<file path="src/sixadc_pkg.sv">
// Overview of operation
// Hardware mode samples span pin at busy fall.
// Span pin high: two-times span, low: four-times.
// After reset span holds until first busy fall.
// Software mode: control bits set each pair's span.
// Strobe rise converts pairs; busy high 3 us.
// Strobe rises ignored while busy is high.
// Conversion end loads results into output register.
// Lane enables pick lanes; 32 or 16-clock frames.
// Zeros shift out after all valid results.
// Two lanes: A gets 1,2,5; B gets 3,4,6.
// One lane: 96, 3x32 or 6x16 clock frames.
// Unconverted pairs still occupy all-zero result slots.
// Chip select fall drives lanes with first MSB.
// Sixteen-bit words, MSB first, short results zero-led.
// MSB valid first fall; rest launched on rises.
// Host gives sixteen clocks per result read.
// Host reads after busy falls, read strobe low.
// Chain enable makes chain inputs feed lanes A-C.
// Two-lane chain: own 48 bits, then forwarded 48.
// Chain read may be six 16-clock frames.
// Three-lane chain: own 32 bits, then forwarded 32.
// Software mode pair bits choose pairs, ascending order.
// Control byte latched on write rise, reset zero.
package sixadc_pkg;
  localparam int CLK_MHZ = 250;
  localparam int CONV_TIME_NS = 3000;
  localparam int CONV_CYC = (CONV_TIME_NS * CLK_MHZ) / 1000;
  localparam int CNT_W = $clog2(CONV_CYC);
  localparam int SCLK_PERIOD_NS = 80;
  localparam int SCLK_HALF_CYC = (SCLK_PERIOD_NS * CLK_MHZ) / 2000;
  localparam int STROBE_CYC = 8;
  localparam int WR_PHASE_CYC = 4;
  localparam int NCH = 6;
  localparam int NPAIR = 3;
  localparam int NLANE = 3;
  localparam int WORD_BITS = 16;
  localparam int RES_BITS = 16;
  localparam logic [15:0] RES_MASK = 16'((32'h0000_0001 << RES_BITS) - 1);
  localparam int LANE_BITS = 96;
  typedef logic [LANE_BITS-1:0] sixadc_lane_t;
  localparam logic [6:0] INS_3LANE = 7'h40;
  localparam logic [6:0] INS_2LANE = 7'h30;
  localparam logic [6:0] INS_1LANE = 7'h00;
  localparam logic [7:0] CTRL_RST = 8'h00;
  localparam int CTRL_PAIR_POS = 5;
  localparam int CTRL_SPAN_POS = 2;
  localparam logic [7:0] ADDR_CMD = 8'h00;
  localparam logic [7:0] ADDR_CFG = 8'h04;
  localparam logic [7:0] ADDR_STAT = 8'h08;
  localparam logic [3:0] RX_FIRST = 4'h4;
  localparam logic [3:0] RX_LAST = 4'hC;
  localparam int CMD_CONV = 0;
  localparam int CMD_READ = 1;
  localparam int CMD_WRITE = 2;
  localparam int CFG_PAIRS = 0;
  localparam int CFG_LANES = 3;
  localparam int CFG_CHAIN = 6;
  localparam int CFG_SW = 7;
  localparam int CFG_SPAN = 8;
  localparam int CFG_SERIAL = 9;
  localparam int CFG_BYTE = 16;
  localparam int CFG_LEN = 24;
  localparam logic [31:0] CFG_RST = 32'h2000_0239;
endpackage

</file>
<file path="src/sixadc_if.sv">
`timescale 1ns/1ps
interface sixadc_if;
  logic [2:0] convert_start_strobe;
  logic busy;
  logic cs_n;
  logic sclk;
  logic wr_n;
  logic rd_n;
  logic [7:0] db_hi;
  logic [2:0] lane_sel;
  logic chain_enable;
  logic [2:0] chain_input;
  logic serial_parallel_select;
  logic hw_sw_select;
  logic span_pin;
  logic [2:0] dout;
  logic [2:0] dout_oe;
  logic [2:0] dout_line;
  // An undriven lane reads low, as with a weak pull-down on the board.
  assign dout_line = dout & dout_oe;
  modport dev (
    input convert_start_strobe, cs_n, sclk, wr_n, db_hi, lane_sel, chain_enable,
    input chain_input, serial_parallel_select, hw_sw_select, span_pin,
    output busy, dout, dout_oe
  );
  modport host (
    output convert_start_strobe, cs_n, sclk, wr_n, rd_n, db_hi, lane_sel, chain_enable,
    output serial_parallel_select, hw_sw_select, span_pin,
    input busy, dout_line
  );
endinterface // sixadc_if

</file>
<file path="src/sixadc_dev.sv">
// The register offsets and strobed register access were left to the implementer.
`timescale 1ns/1ps
module sixadc_dev (
  input wire logic clk,
  input wire logic sys_rst,
  sixadc_if.dev link,
  input wire logic [sixadc_pkg::NCH-1:0][sixadc_pkg::WORD_BITS-1:0] sample_in,
  output logic [sixadc_pkg::NPAIR-1:0] span_used_q,
  output logic [sixadc_pkg::NPAIR-1:0] pairs_q,
  output logic conv_done
);
  localparam int SW = 24;
  logic [SW-1:0] raw;
  logic [SW-1:0] syn;
  logic [2:0] stb_s;
  logic [2:0] lane_s;
  logic [2:0] chain_s;
  logic cs_s;
  logic sclk_s;
  logic wr_s;
  logic ce_s;
  logic sps_s;
  logic hs_s;
  logic span_s;
  logic [7:0] db_s;

  // Every pin is foreign to clk, so all of them pass the two-stage synchroniser.
  assign raw = {link.convert_start_strobe, link.cs_n, link.sclk, link.wr_n, link.lane_sel,
                link.chain_input, link.chain_enable, link.serial_parallel_select,
                link.hw_sw_select, link.span_pin, link.db_hi};
  sixadc_sync #(.W(SW)) u_sync (
    .clk(clk),
    .sys_rst(sys_rst),
    .d(raw),
    .q(syn)
  );
  assign {stb_s, cs_s, sclk_s, wr_s, lane_s, chain_s, ce_s, sps_s, hs_s, span_s, db_s} = syn;

  logic [2:0] stb_prev_q;
  logic cs_prev_q;
  logic sclk_prev_q;
  logic wr_prev_q;
  // Strobe history resets high, yet a strobe tied high still fires once when the synchroniser first passes it after reset.
  always_ff @(posedge clk or posedge sys_rst)
  begin
    if (sys_rst)
    begin
      stb_prev_q <= 3'h7;
      // The synchroniser comes out of reset low, so these match it to avoid a false edge.
      cs_prev_q <= 1'b0;
      sclk_prev_q <= 1'b0;
      wr_prev_q <= 1'b0;
    end
    else
    begin
      stb_prev_q <= stb_s;
      cs_prev_q <= cs_s;
      sclk_prev_q <= sclk_s;
      wr_prev_q <= wr_s;
    end
  end

  logic [7:0] ctrl_q;
  logic busy_q;
  logic [sixadc_pkg::CNT_W-1:0] cnt_q;
  logic [2:0] stb_rise;
  logic [2:0] go_pairs;
  logic [2:0] span_hw_q;
  logic [2:0] span_eff;
  logic conv_go;
  logic conv_end;
  logic wr_rise;

  assign stb_rise = stb_s & ~stb_prev_q;
  assign conv_go = ~busy_q & (hs_s ? stb_rise[0] : |stb_rise);
  assign go_pairs = hs_s ? ctrl_q[sixadc_pkg::CTRL_PAIR_POS +: 3] : stb_rise;
  assign conv_end = busy_q && (cnt_q == '0);
  assign span_eff = hs_s ? ctrl_q[sixadc_pkg::CTRL_SPAN_POS +: 3] : span_hw_q;
  assign wr_rise = wr_s & ~wr_prev_q;
  assign conv_done = conv_end;
  assign link.busy = busy_q;

  always_ff @(posedge clk or posedge sys_rst)
  begin
    if (sys_rst)
    begin
      ctrl_q <= sixadc_pkg::CTRL_RST;
    end
    else if (wr_rise && !cs_s)
    begin
      ctrl_q <= db_s;
    end
  end

  // The span pin level stands for all three pairs; a set bit means the narrow span.
  always_ff @(posedge clk or posedge sys_rst)
  begin
    if (sys_rst)
    begin
      span_hw_q <= 3'h0;
    end
    else if (conv_end)
    begin
      span_hw_q <= {3{span_s}};
    end
  end

  logic [sixadc_pkg::NCH-1:0][sixadc_pkg::WORD_BITS-1:0] hold_q;
  always_ff @(posedge clk or posedge sys_rst)
  begin
    if (sys_rst)
    begin
      busy_q <= 1'b0;
      cnt_q <= '0;
      pairs_q <= 3'h0;
      span_used_q <= 3'h0;
      hold_q <= '0;
    end
    else if (conv_go)
    begin
      busy_q <= 1'b1;
      cnt_q <= sixadc_pkg::CNT_W'(sixadc_pkg::CONV_CYC - 1);
      pairs_q <= go_pairs;
      span_used_q <= span_eff;
      hold_q <= sample_in;
    end
    else if (conv_end)
    begin
      busy_q <= 1'b0;
    end
    else if (busy_q)
    begin
      cnt_q <= cnt_q - 1'b1;
    end
  end

  logic [sixadc_pkg::NCH-1:0][sixadc_pkg::WORD_BITS-1:0] res_q;
  logic [sixadc_pkg::NCH-1:0][sixadc_pkg::WORD_BITS-1:0] res_d;
  always_comb
  begin
    for (int i = 0; i < sixadc_pkg::NCH; i++)
    begin
      res_d[i] = pairs_q[i/2] ? (hold_q[i] & sixadc_pkg::RES_MASK) : '0;
    end
  end

  logic new_q;
  logic load;
  logic cs_fall;
  logic frame_start;
  logic sclk_rise;
  logic sclk_fall;
  always_ff @(posedge clk or posedge sys_rst)
  begin
    if (sys_rst)
    begin
      res_q <= '0;
      new_q <= 1'b0;
    end
    else
    begin
      if (conv_end)
      begin
        res_q <= res_d;
      end
      // A result landing in the cycle of a frame start stays marked fresh.
      new_q <= conv_end | (new_q & ~load);
    end
  end

  // A frame only reloads the lanes once per conversion, so later frames of a
  // split read carry on from where the previous one stopped.
  assign cs_fall = cs_prev_q & ~cs_s;
  assign frame_start = cs_fall & wr_s & sps_s;
  assign load = frame_start & new_q;
  assign sclk_rise = sclk_s & ~sclk_prev_q & ~cs_s;
  assign sclk_fall = ~sclk_s & sclk_prev_q & ~cs_s;

  logic [2:0][sixadc_pkg::LANE_BITS-1:0] img;
  logic [6:0] ins;
  always_comb
  begin
    img = '0;
    if (lane_s[2])
    begin
      img[0] = {res_q[0], res_q[1], 64'h0};
      img[1] = {res_q[2], res_q[3], 64'h0};
      img[2] = {res_q[4], res_q[5], 64'h0};
    end
    else if (lane_s[1])
    begin
      img[0] = {res_q[0], res_q[1], res_q[4], 48'h0};
      img[1] = {res_q[2], res_q[3], res_q[5], 48'h0};
    end
    else
    begin
      img[0] = {res_q[0], res_q[1], res_q[2], res_q[3], res_q[4], res_q[5]};
    end
  end
  // Chained bits enter just below this lane's own words so they follow them directly.
  assign ins = lane_s[2] ? sixadc_pkg::INS_3LANE :
               (lane_s[1] ? sixadc_pkg::INS_2LANE : sixadc_pkg::INS_1LANE);

  logic [2:0][sixadc_pkg::LANE_BITS-1:0] sh_q;
  logic [2:0] cbit_q;
  logic active_q;
  always_ff @(posedge clk or posedge sys_rst)
  begin
    if (sys_rst)
    begin
      sh_q <= '0;
    end
    else if (load)
    begin
      sh_q <= img;
    end
    else if (sclk_rise)
    begin
      for (int l = 0; l < sixadc_pkg::NLANE; l++)
      begin
        sh_q[l] <= (sh_q[l] << 1) | (sixadc_pkg::sixadc_lane_t'(cbit_q[l]) << ins);
      end
    end
  end

  // Downstream bits are valid on the falling edge and enter on the next rise.
  always_ff @(posedge clk or posedge sys_rst)
  begin
    if (sys_rst)
    begin
      cbit_q <= 3'h0;
    end
    else if (sclk_fall)
    begin
      cbit_q <= chain_s & {3{ce_s}};
    end
  end

  always_ff @(posedge clk or posedge sys_rst)
  begin
    if (sys_rst)
    begin
      active_q <= 1'b0;
    end
    else if (cs_s)
    begin
      active_q <= 1'b0;
    end
    else if (frame_start)
    begin
      active_q <= 1'b1;
    end
  end

  assign link.dout = {sh_q[2][sixadc_pkg::LANE_BITS-1], sh_q[1][sixadc_pkg::LANE_BITS-1],
                      sh_q[0][sixadc_pkg::LANE_BITS-1]};
  assign link.dout_oe = {3{active_q}} & lane_s;
endmodule // sixadc_dev

</file>
<file path="src/sixadc_sync.sv">
`timescale 1ns/1ps
module sixadc_sync #(
  parameter int W = 1
) (
  input wire logic clk,
  input wire logic sys_rst,
  input wire logic [W-1:0] d,
  output logic [W-1:0] q
);
  logic [W-1:0] meta_q;
  always_ff @(posedge clk or posedge sys_rst)
  begin
    if (sys_rst)
    begin
      meta_q <= '0;
      q <= '0;
    end
    else
    begin
      meta_q <= d;
      q <= meta_q;
    end
  end
endmodule // sixadc_sync

</file>
<file path="src/flat_wrapper.sv">
// flat-port wrapper written by rule: the top's interface ports become plain ports
module sixadc_dev_flat 
  (clk, sys_rst, sample_in, span_used_q, pairs_q, conv_done, link_convert_start_strobe, link_cs_n, link_sclk, link_wr_n, link_db_hi, link_lane_sel, link_chain_enable, link_chain_input, link_serial_parallel_select, link_hw_sw_select, link_span_pin, link_busy, link_dout, link_dout_oe);
  sixadc_if link_i ();
  input wire logic clk;
  input wire logic sys_rst;
  input wire logic [sixadc_pkg::NCH-1:0][sixadc_pkg::WORD_BITS-1:0] sample_in;
  output logic [sixadc_pkg::NPAIR-1:0] span_used_q;
  output logic [sixadc_pkg::NPAIR-1:0] pairs_q;
  output logic conv_done;
  input wire logic [$bits(link_i.convert_start_strobe)-1:0] link_convert_start_strobe;
  input wire logic [$bits(link_i.cs_n)-1:0] link_cs_n;
  input wire logic [$bits(link_i.sclk)-1:0] link_sclk;
  input wire logic [$bits(link_i.wr_n)-1:0] link_wr_n;
  input wire logic [$bits(link_i.db_hi)-1:0] link_db_hi;
  input wire logic [$bits(link_i.lane_sel)-1:0] link_lane_sel;
  input wire logic [$bits(link_i.chain_enable)-1:0] link_chain_enable;
  input wire logic [$bits(link_i.chain_input)-1:0] link_chain_input;
  input wire logic [$bits(link_i.serial_parallel_select)-1:0] link_serial_parallel_select;
  input wire logic [$bits(link_i.hw_sw_select)-1:0] link_hw_sw_select;
  input wire logic [$bits(link_i.span_pin)-1:0] link_span_pin;
  output wire logic [$bits(link_i.busy)-1:0] link_busy;
  output wire logic [$bits(link_i.dout)-1:0] link_dout;
  output wire logic [$bits(link_i.dout_oe)-1:0] link_dout_oe;
  assign link_i.convert_start_strobe = link_convert_start_strobe;
  assign link_i.cs_n = link_cs_n;
  assign link_i.sclk = link_sclk;
  assign link_i.wr_n = link_wr_n;
  assign link_i.db_hi = link_db_hi;
  assign link_i.lane_sel = link_lane_sel;
  assign link_i.chain_enable = link_chain_enable;
  assign link_i.chain_input = link_chain_input;
  assign link_i.serial_parallel_select = link_serial_parallel_select;
  assign link_i.hw_sw_select = link_hw_sw_select;
  assign link_i.span_pin = link_span_pin;
  assign link_busy = link_i.busy;
  assign link_dout = link_i.dout;
  assign link_dout_oe = link_i.dout_oe;
  sixadc_dev u_core (.clk(clk), .sys_rst(sys_rst), .link(link_i), .sample_in(sample_in), .span_used_q(span_used_q), .pairs_q(pairs_q), .conv_done(conv_done));
endmodule
</file>
<file path="config.mk">
export PLATFORM = sky130hd
export DESIGN_NAME = sixadc_dev_flat
export DESIGN_NICKNAME = d
export VERILOG_FILES = /design/src/sixadc_pkg.sv /design/src/sixadc_if.sv /design/src/sixadc_dev.sv /design/src/sixadc_sync.sv /design/src/flat_wrapper.sv
export SDC_FILE = /design/constraint.sdc
export NUM_CORES = 1
export LEC_CHECK = 0
export BUFFER_PORTS_ARGS = -buffer_cell sky130_fd_sc_hd__buf_2
export CAP_MARGIN = 10
export CELL_PAD_IN_SITES_DETAIL_PLACEMENT = 0
export CELL_PAD_IN_SITES_GLOBAL_PLACEMENT = 1
export CORE_ASPECT_RATIO = 0.5
export CORE_MARGIN = 2
export CORE_UTILIZATION = 48
export CTS_CLUSTER_SIZE = 12
export DETAILED_ROUTE_END_ITERATION = 8
export PLACE_DENSITY = 0.86
export SLEW_MARGIN = 20
export SYNTH_ARGS = -nofsm -noshare
export SYNTH_HDL_FRONTEND = slang
export SYNTH_SLANG_ARGS = --single-unit
</file>
<file path="constraint.sdc">
create_clock -name clk -period 19.6 [get_ports clk]
set_clock_uncertainty 0.2 [all_clocks]
set_input_delay 1.96 -clock clk [delete_from_list [all_inputs] [get_ports clk]]
set_output_delay 1.96 -clock clk [all_outputs]
set_load 0.03 [all_outputs]
</file>
* After elaboration in Yosys (flattened, before gate mapping)
Index checks and enable logic that the tools add are counted.
** Storage, ports and cells
- Input bits :: 122
- Logic and storage cells :: 94
- Flip-flop bits (word level) :: 565
- Output and inout port bits :: 14
** Cells by class
- Muxes and demuxes :: 24
- Reductions and logical operators :: 10
- Eq/ne operators :: 1
- Bitwise operators :: 25
- Shift operators :: 3
- Add/subtract/negate cells :: 1
** Operators with widths (count)
- 2-to-1 mux 288 bit :: 2
- OR 96 bit :: 3
- left shift 1 x 7 -> 96 bit :: 3
- 2-to-1 mux 192 bit :: 1
- 2-to-1 mux 96 bit :: 2
- 2-to-1 mux 16 bit :: 6
- 2-to-1 mux 64 bit :: 1
- 2-to-1 mux 10 bit :: 3
- bitwise AND 1 bit :: 11
- zero test 10 bit :: 1
- subtractor 10 x 1 -> 10 bit (second input constant) :: 1
- bitwise AND 3 bit :: 3
- nonzero test 2 bit :: 4
- 2-to-1 mux 7 bit :: 1
- 2-to-1 mux 3 bit :: 2
- 2-to-1 mux 6 bit :: 1
- inverter 1 bit :: 6
- 2-to-1 mux 1 bit :: 5
- inverter 3 bit :: 1
- OR reduction 3 bit :: 1
- logical AND 1 bit :: 2
- != test 2 x 1 -> 1 bit (second input constant) :: 1
- AND reduction 2 bit :: 1
- zero test 1 bit :: 1
- OR 1 bit :: 1

* Longest topological paths before layout
- Depth after elaboration :: 8
- Gate-level depth with buffers :: 10
- Gate-level depth less buffers :: 6

* Cells and area by module
A second synthesis with hierarchy kept.
** Unflattened totals
- Cell total of the unflattened synthesis :: 2263
- Area total of the unflattened synthesis :: 22835.7 µm²
** By module, submodules not included
- sixadc_dev :: sequential area each 12891.1 µm², instances 1, area an instance 21630.7 µm², cells each 2214
- sixadc_sync :: sequential area each 1201.2 µm², instances 1, area an instance 1204.9 µm², cells each 49

* Least setup slack after synthesis
Ideal clock, no wire load.
- Kind :: register -> output
- Start point :: reg u_core.cnt_q[0] in the netlist's numbering
- End point :: out conv_done
- Cell stages (with the launch flop) :: 11
- Data required time :: 17.440 ns
- Buffers on the path :: 4
- Path slack :: 15.406 ns
- Arrival time :: 2.034 ns
- Path through :: dfrtp_1 -> inv_1 -> ha_1 -> or3b_2 -> clkbuf_1 -> nor2_2 -> nand3_1 -> buf_2 -> buf_6 -> buf_6 -> inv_1
** Between the ends
- Longest elaborated chain between the ends :: 2
** RTL lines
- start: declaration :: RTL line sixadc_dev.sv:65 : logic [sixadc_pkg::CNT_W-1:0] cnt_q;
- start signal: assignment :: RTL line sixadc_dev.sv:122 : cnt_q <= sixadc_pkg::CNT_W'(sixadc_pkg::CONV_CYC - 1);
- start signal: assignment :: RTL line sixadc_dev.sv:133 : cnt_q <= cnt_q - 1'b1;
- zero test 10 bit :: RTL line sixadc_dev.sv:77 : assign conv_end = busy_q && (cnt_q == '0);
- logical AND 1 bit :: RTL line sixadc_dev.sv:77
- end: declaration :: RTL line flat_wrapper.sv:10 : output logic conv_done;
Every way passes these cells.

* Final worst setup path
Ends and elaborated chain as after synthesis.

==> flow_metrics.py <==
metrics = {
    "sta": {
        "timing.slew.headroom_pct": 28.4,
        "worst_pin_slew_ns": 1.07,
        "fin_crit_ns": 4.91,
        "final_hold_viol_count": 0,
        "finalMaxSlewViolations": 0,
        "fmax_mhz": 204,
        "rsz0062_at_grt": "false",
        "tns_ns": 0,
        "min_period_over_period_pct": 25.1,
        "setup-violations-final": 0,
    },
    "critical_path": {
        "path_depth": 8,
        "slowest_stage": "or3b_2",
        "crit_top_cell": "inv_1",
        "worstPathCellList": "inv_1, ha_1, or3b_2, nor2_2, nand3_4, buf_4, inv_1, buf_2",
        "path_buf_inv": 4,
        "critPathLaunchType": "register",
        "crit_type": "register to primary output",
        "crit_required_ns": 17.44,
        "cpPeakStageDelay_ns": 0.53,
        "cp_top_family": "buffers and inverters",
        "cp-end-kind": "primary output",
        "reg2reg_depth": 5,
        "path_max_fanout": 51,
        "crit_arrival_ns": 2.75,
    },
    "final_layout": {
        "num-nets-final": 2480,
        "layout_common_cells": "672 x nand2_1, 553 x dfrtp_1, 283 x mux2i_1",
        "final_common_cell": "nand2_1",
        "nFillCells": 4182,
        "post-route-util_pct": 54.6,
        "drive_gt1_share_pct": 10.3,
        "area_growth_pct": 11.2,
    },
    "worst_hold_path": {
        "hold_depth": 0,
        "worstHoldPathType": "register to register",
    },
    "clocking": {
        "clock_path_buffers": 3,
        "cts_buffers": 53,
        "tritoncts": "built",
        "clk_latency_ns": 0.58,
        "cts_hold_buf": 0,
        "clk_pin_slew_ns": 0.06,
        "post-cts-setup-buffers": 0,
        "cts-root-buf": "clkbuf_16",
        "htree_num_levels": 2,
        "cts_sinks": 559,
        "cts_resized": 0,
    },
    "global_route": {
        "grt_pass1_wl_mm": 78.6,
        "antenna_found_initial": 1,
        "grtUsageTotal_pct": 18.7,
        "grt_max_degree": 309,
        "overflow": 0,
        "grt_pass1_vias": 15500,
    },
    "drt": {
        "drt-initial-drc-count": 1270,
        "ant_nets": 0,
        "wirelength_mm": 46.4,
        "drc": 0,
        "via_count": 15600,
        "viasPerCell": 5.18,
        "wire_per_inst_um": 15.4,
        "dr.pass1.iters": 5,
    },
    "synthesis": {
        "synth_cell_types": 38,
        "yosysSeqAreaShare_pct": 60.3,
        "netlist_instances": 2310,
        "yosys_warnings": 0,
        "syn_area_mm2": 0.0232,
        "async_flop_share_pct": 100,
        "avgSynthCellArea_um2": 10.0,
        "synth-main-ff-cell": "dfrtp_1",
        "ys_seq_elements": 559,
        "synth_edf_count": 0,
        "syn_nets": 2434,
    },
    "job": {
        "maxCapViolCount": 0,
    },
    "power": {
        "peakVddDrop_mv": 0.0624,
        "p_leak_nw": 12.4,
        "power_density_mw_per_mm2": 99.8,
        "p_total_w": 0.00258,
    },
    "floorplan": {
        "die_h_um": 159,
        "die_w_um": 315,
        "core.rowCount": 56,
        "boundaryPins": 136,
        "die-area_mm2": 0.0502,
        "initial_core_util_pct": 49.0,
        "core_mm2": 0.0473,
    },
    "placed_design": {
        "hpwlAfterDp_mm": 27.6,
        "gp_congestion": 0.736,
        "io_buffers": 133,
    },
    "run_status": {
        "run_status": "finished, final reports clean",
    },
}
[worst reg2reg max path, stage by stage (launching register included)]
cell and delay (ns):
dfrtp_1 0.53, nor3b_2 0.32, buf_12 0.74, buf_4 1.13
nand2_1 0.35, a21oi_1 0.20
[path summary, 6_finish.rpt]
kind,from,slack [ns],to
max,u_core.cnt_q[0],14.69,conv_done
min,u_core.u_sync.meta_q[23],0.14,u_core.u_sync.q[23]
max reg2reg,u_core.u_sync.q[20],16.05,u_core.sh_q[103]
min reg2reg,u_core.u_sync.meta_q[23],0.14,u_core.u_sync.q[23]
max in group asynchronous,sys_rst,15.47,u_core.pairs_q[0]
min in group asynchronous,sys_rst,1.36,u_core.sh_q[168]
[where the power goes]
part	total (W)	switching, W	leakage [nW]	internal (W)
combinational	0.000263	0.000163	4.27	0.0000992
clock	0.000925	0.000416	0.715	0.000509
sequential	0.00139	0.0000964	7.44	0.00129
[cell type report]
cell class | instances | area [um^2] | share of cell area [%]
Multi-Input combinational cell | 1482 | 8200 | 31.8
Clock buffer | 74 | 1460 | 5.65
Timing Repair Buffer | 158 | 943 | 3.66
Tap cell | 638 | 798 | 3.09
Clock inverter | 2 | 17.5 | 0.0679
Sequential cell | 559 | 14000 | 54.2
Antenna cell | 1 | 2.50 | 0.00970
Inverter | 102 | 390 | 1.51
[routing by layer]
metal	up-vias	GRT usage [%]	part of all wire, %
li1	7658	-	-
met1	7708	27.9	50
met2	195	28.8	45
met3	68	3.13	3.6
met4	0	4.24	1.6
met5	-	0	0
[per-stage QoR]
| stage | setup WS (ns) | area [um^2] | std cells | hold WS (ns) |
|---|---|---|---|---|
| 4_1_cts | 14.65 | 25700 | 3012 | 0.145 |
| 6_report | 14.69 | 25800 | 3016 | 0.143 |
| 5_1_grt | 14.54 | 25800 | 3015 | 0.148 |
| 2_1_floorplan | 1.81 | 23200 | 2310 | 0.131 |
| 3_5_place_dp | 14.69 | 24200 | 2936 | 0.135 |
| 3_3_place_gp | 14.77 | 24200 | 2936 | 0.133 |
[state kept, by name, summed over array words and instances (netlist names)]
name,count
u_core.u_sync.q,22
u_core.stb_prev_q,3
u_core.cnt_q,10
u_core.span_used_q,3
u_core.span_hw_q,1
u_core.ctrl_q,6
u_core.res_q,96
u_core.cs_prev_q,1
u_core.pairs_q,3
u_core.sclk_prev_q,1
u_core.wr_prev_q,1
u_core.new_q,1
u_core.hold_q,96
u_core.active_q,1
u_core.sh_q,285
u_core.cbit_q,3
u_core.link.dout,3
u_core.u_sync.meta_q,22
u_core.link.busy,1
[Yosys cell counts, types with 4 or more instances]
cell type	number	area (um^2)
nor3b_1	6	45.0
o21ai_0	187	936
dfrtp_1	556	13900
nand2_1	672	2520
inv_1	102	383
nand3_1	134	671
xor2_1	4	35.0
mux2i_1	283	2830
nor2_1	25	93.8
buf_1	27	101
nor3_1	5	25.0
clkbuf_1	118	443
mux2_2	7	78.8
a21oi_1	123	616
buf_2	17	85.1
[cell families after synthesis]
family | count (synthesis) | share of synthesized area, %
compound gates | 325 | 7.24
xor+xnor | 4 | 0.151
fa+ha+maj | 2 | 0.108
buf+inv | 269 | 4.56
flops | 559 | 60.3
mux | 291 | 12.6
simple gates | 860 | 15.0
(Power assumes the default switching activity.)
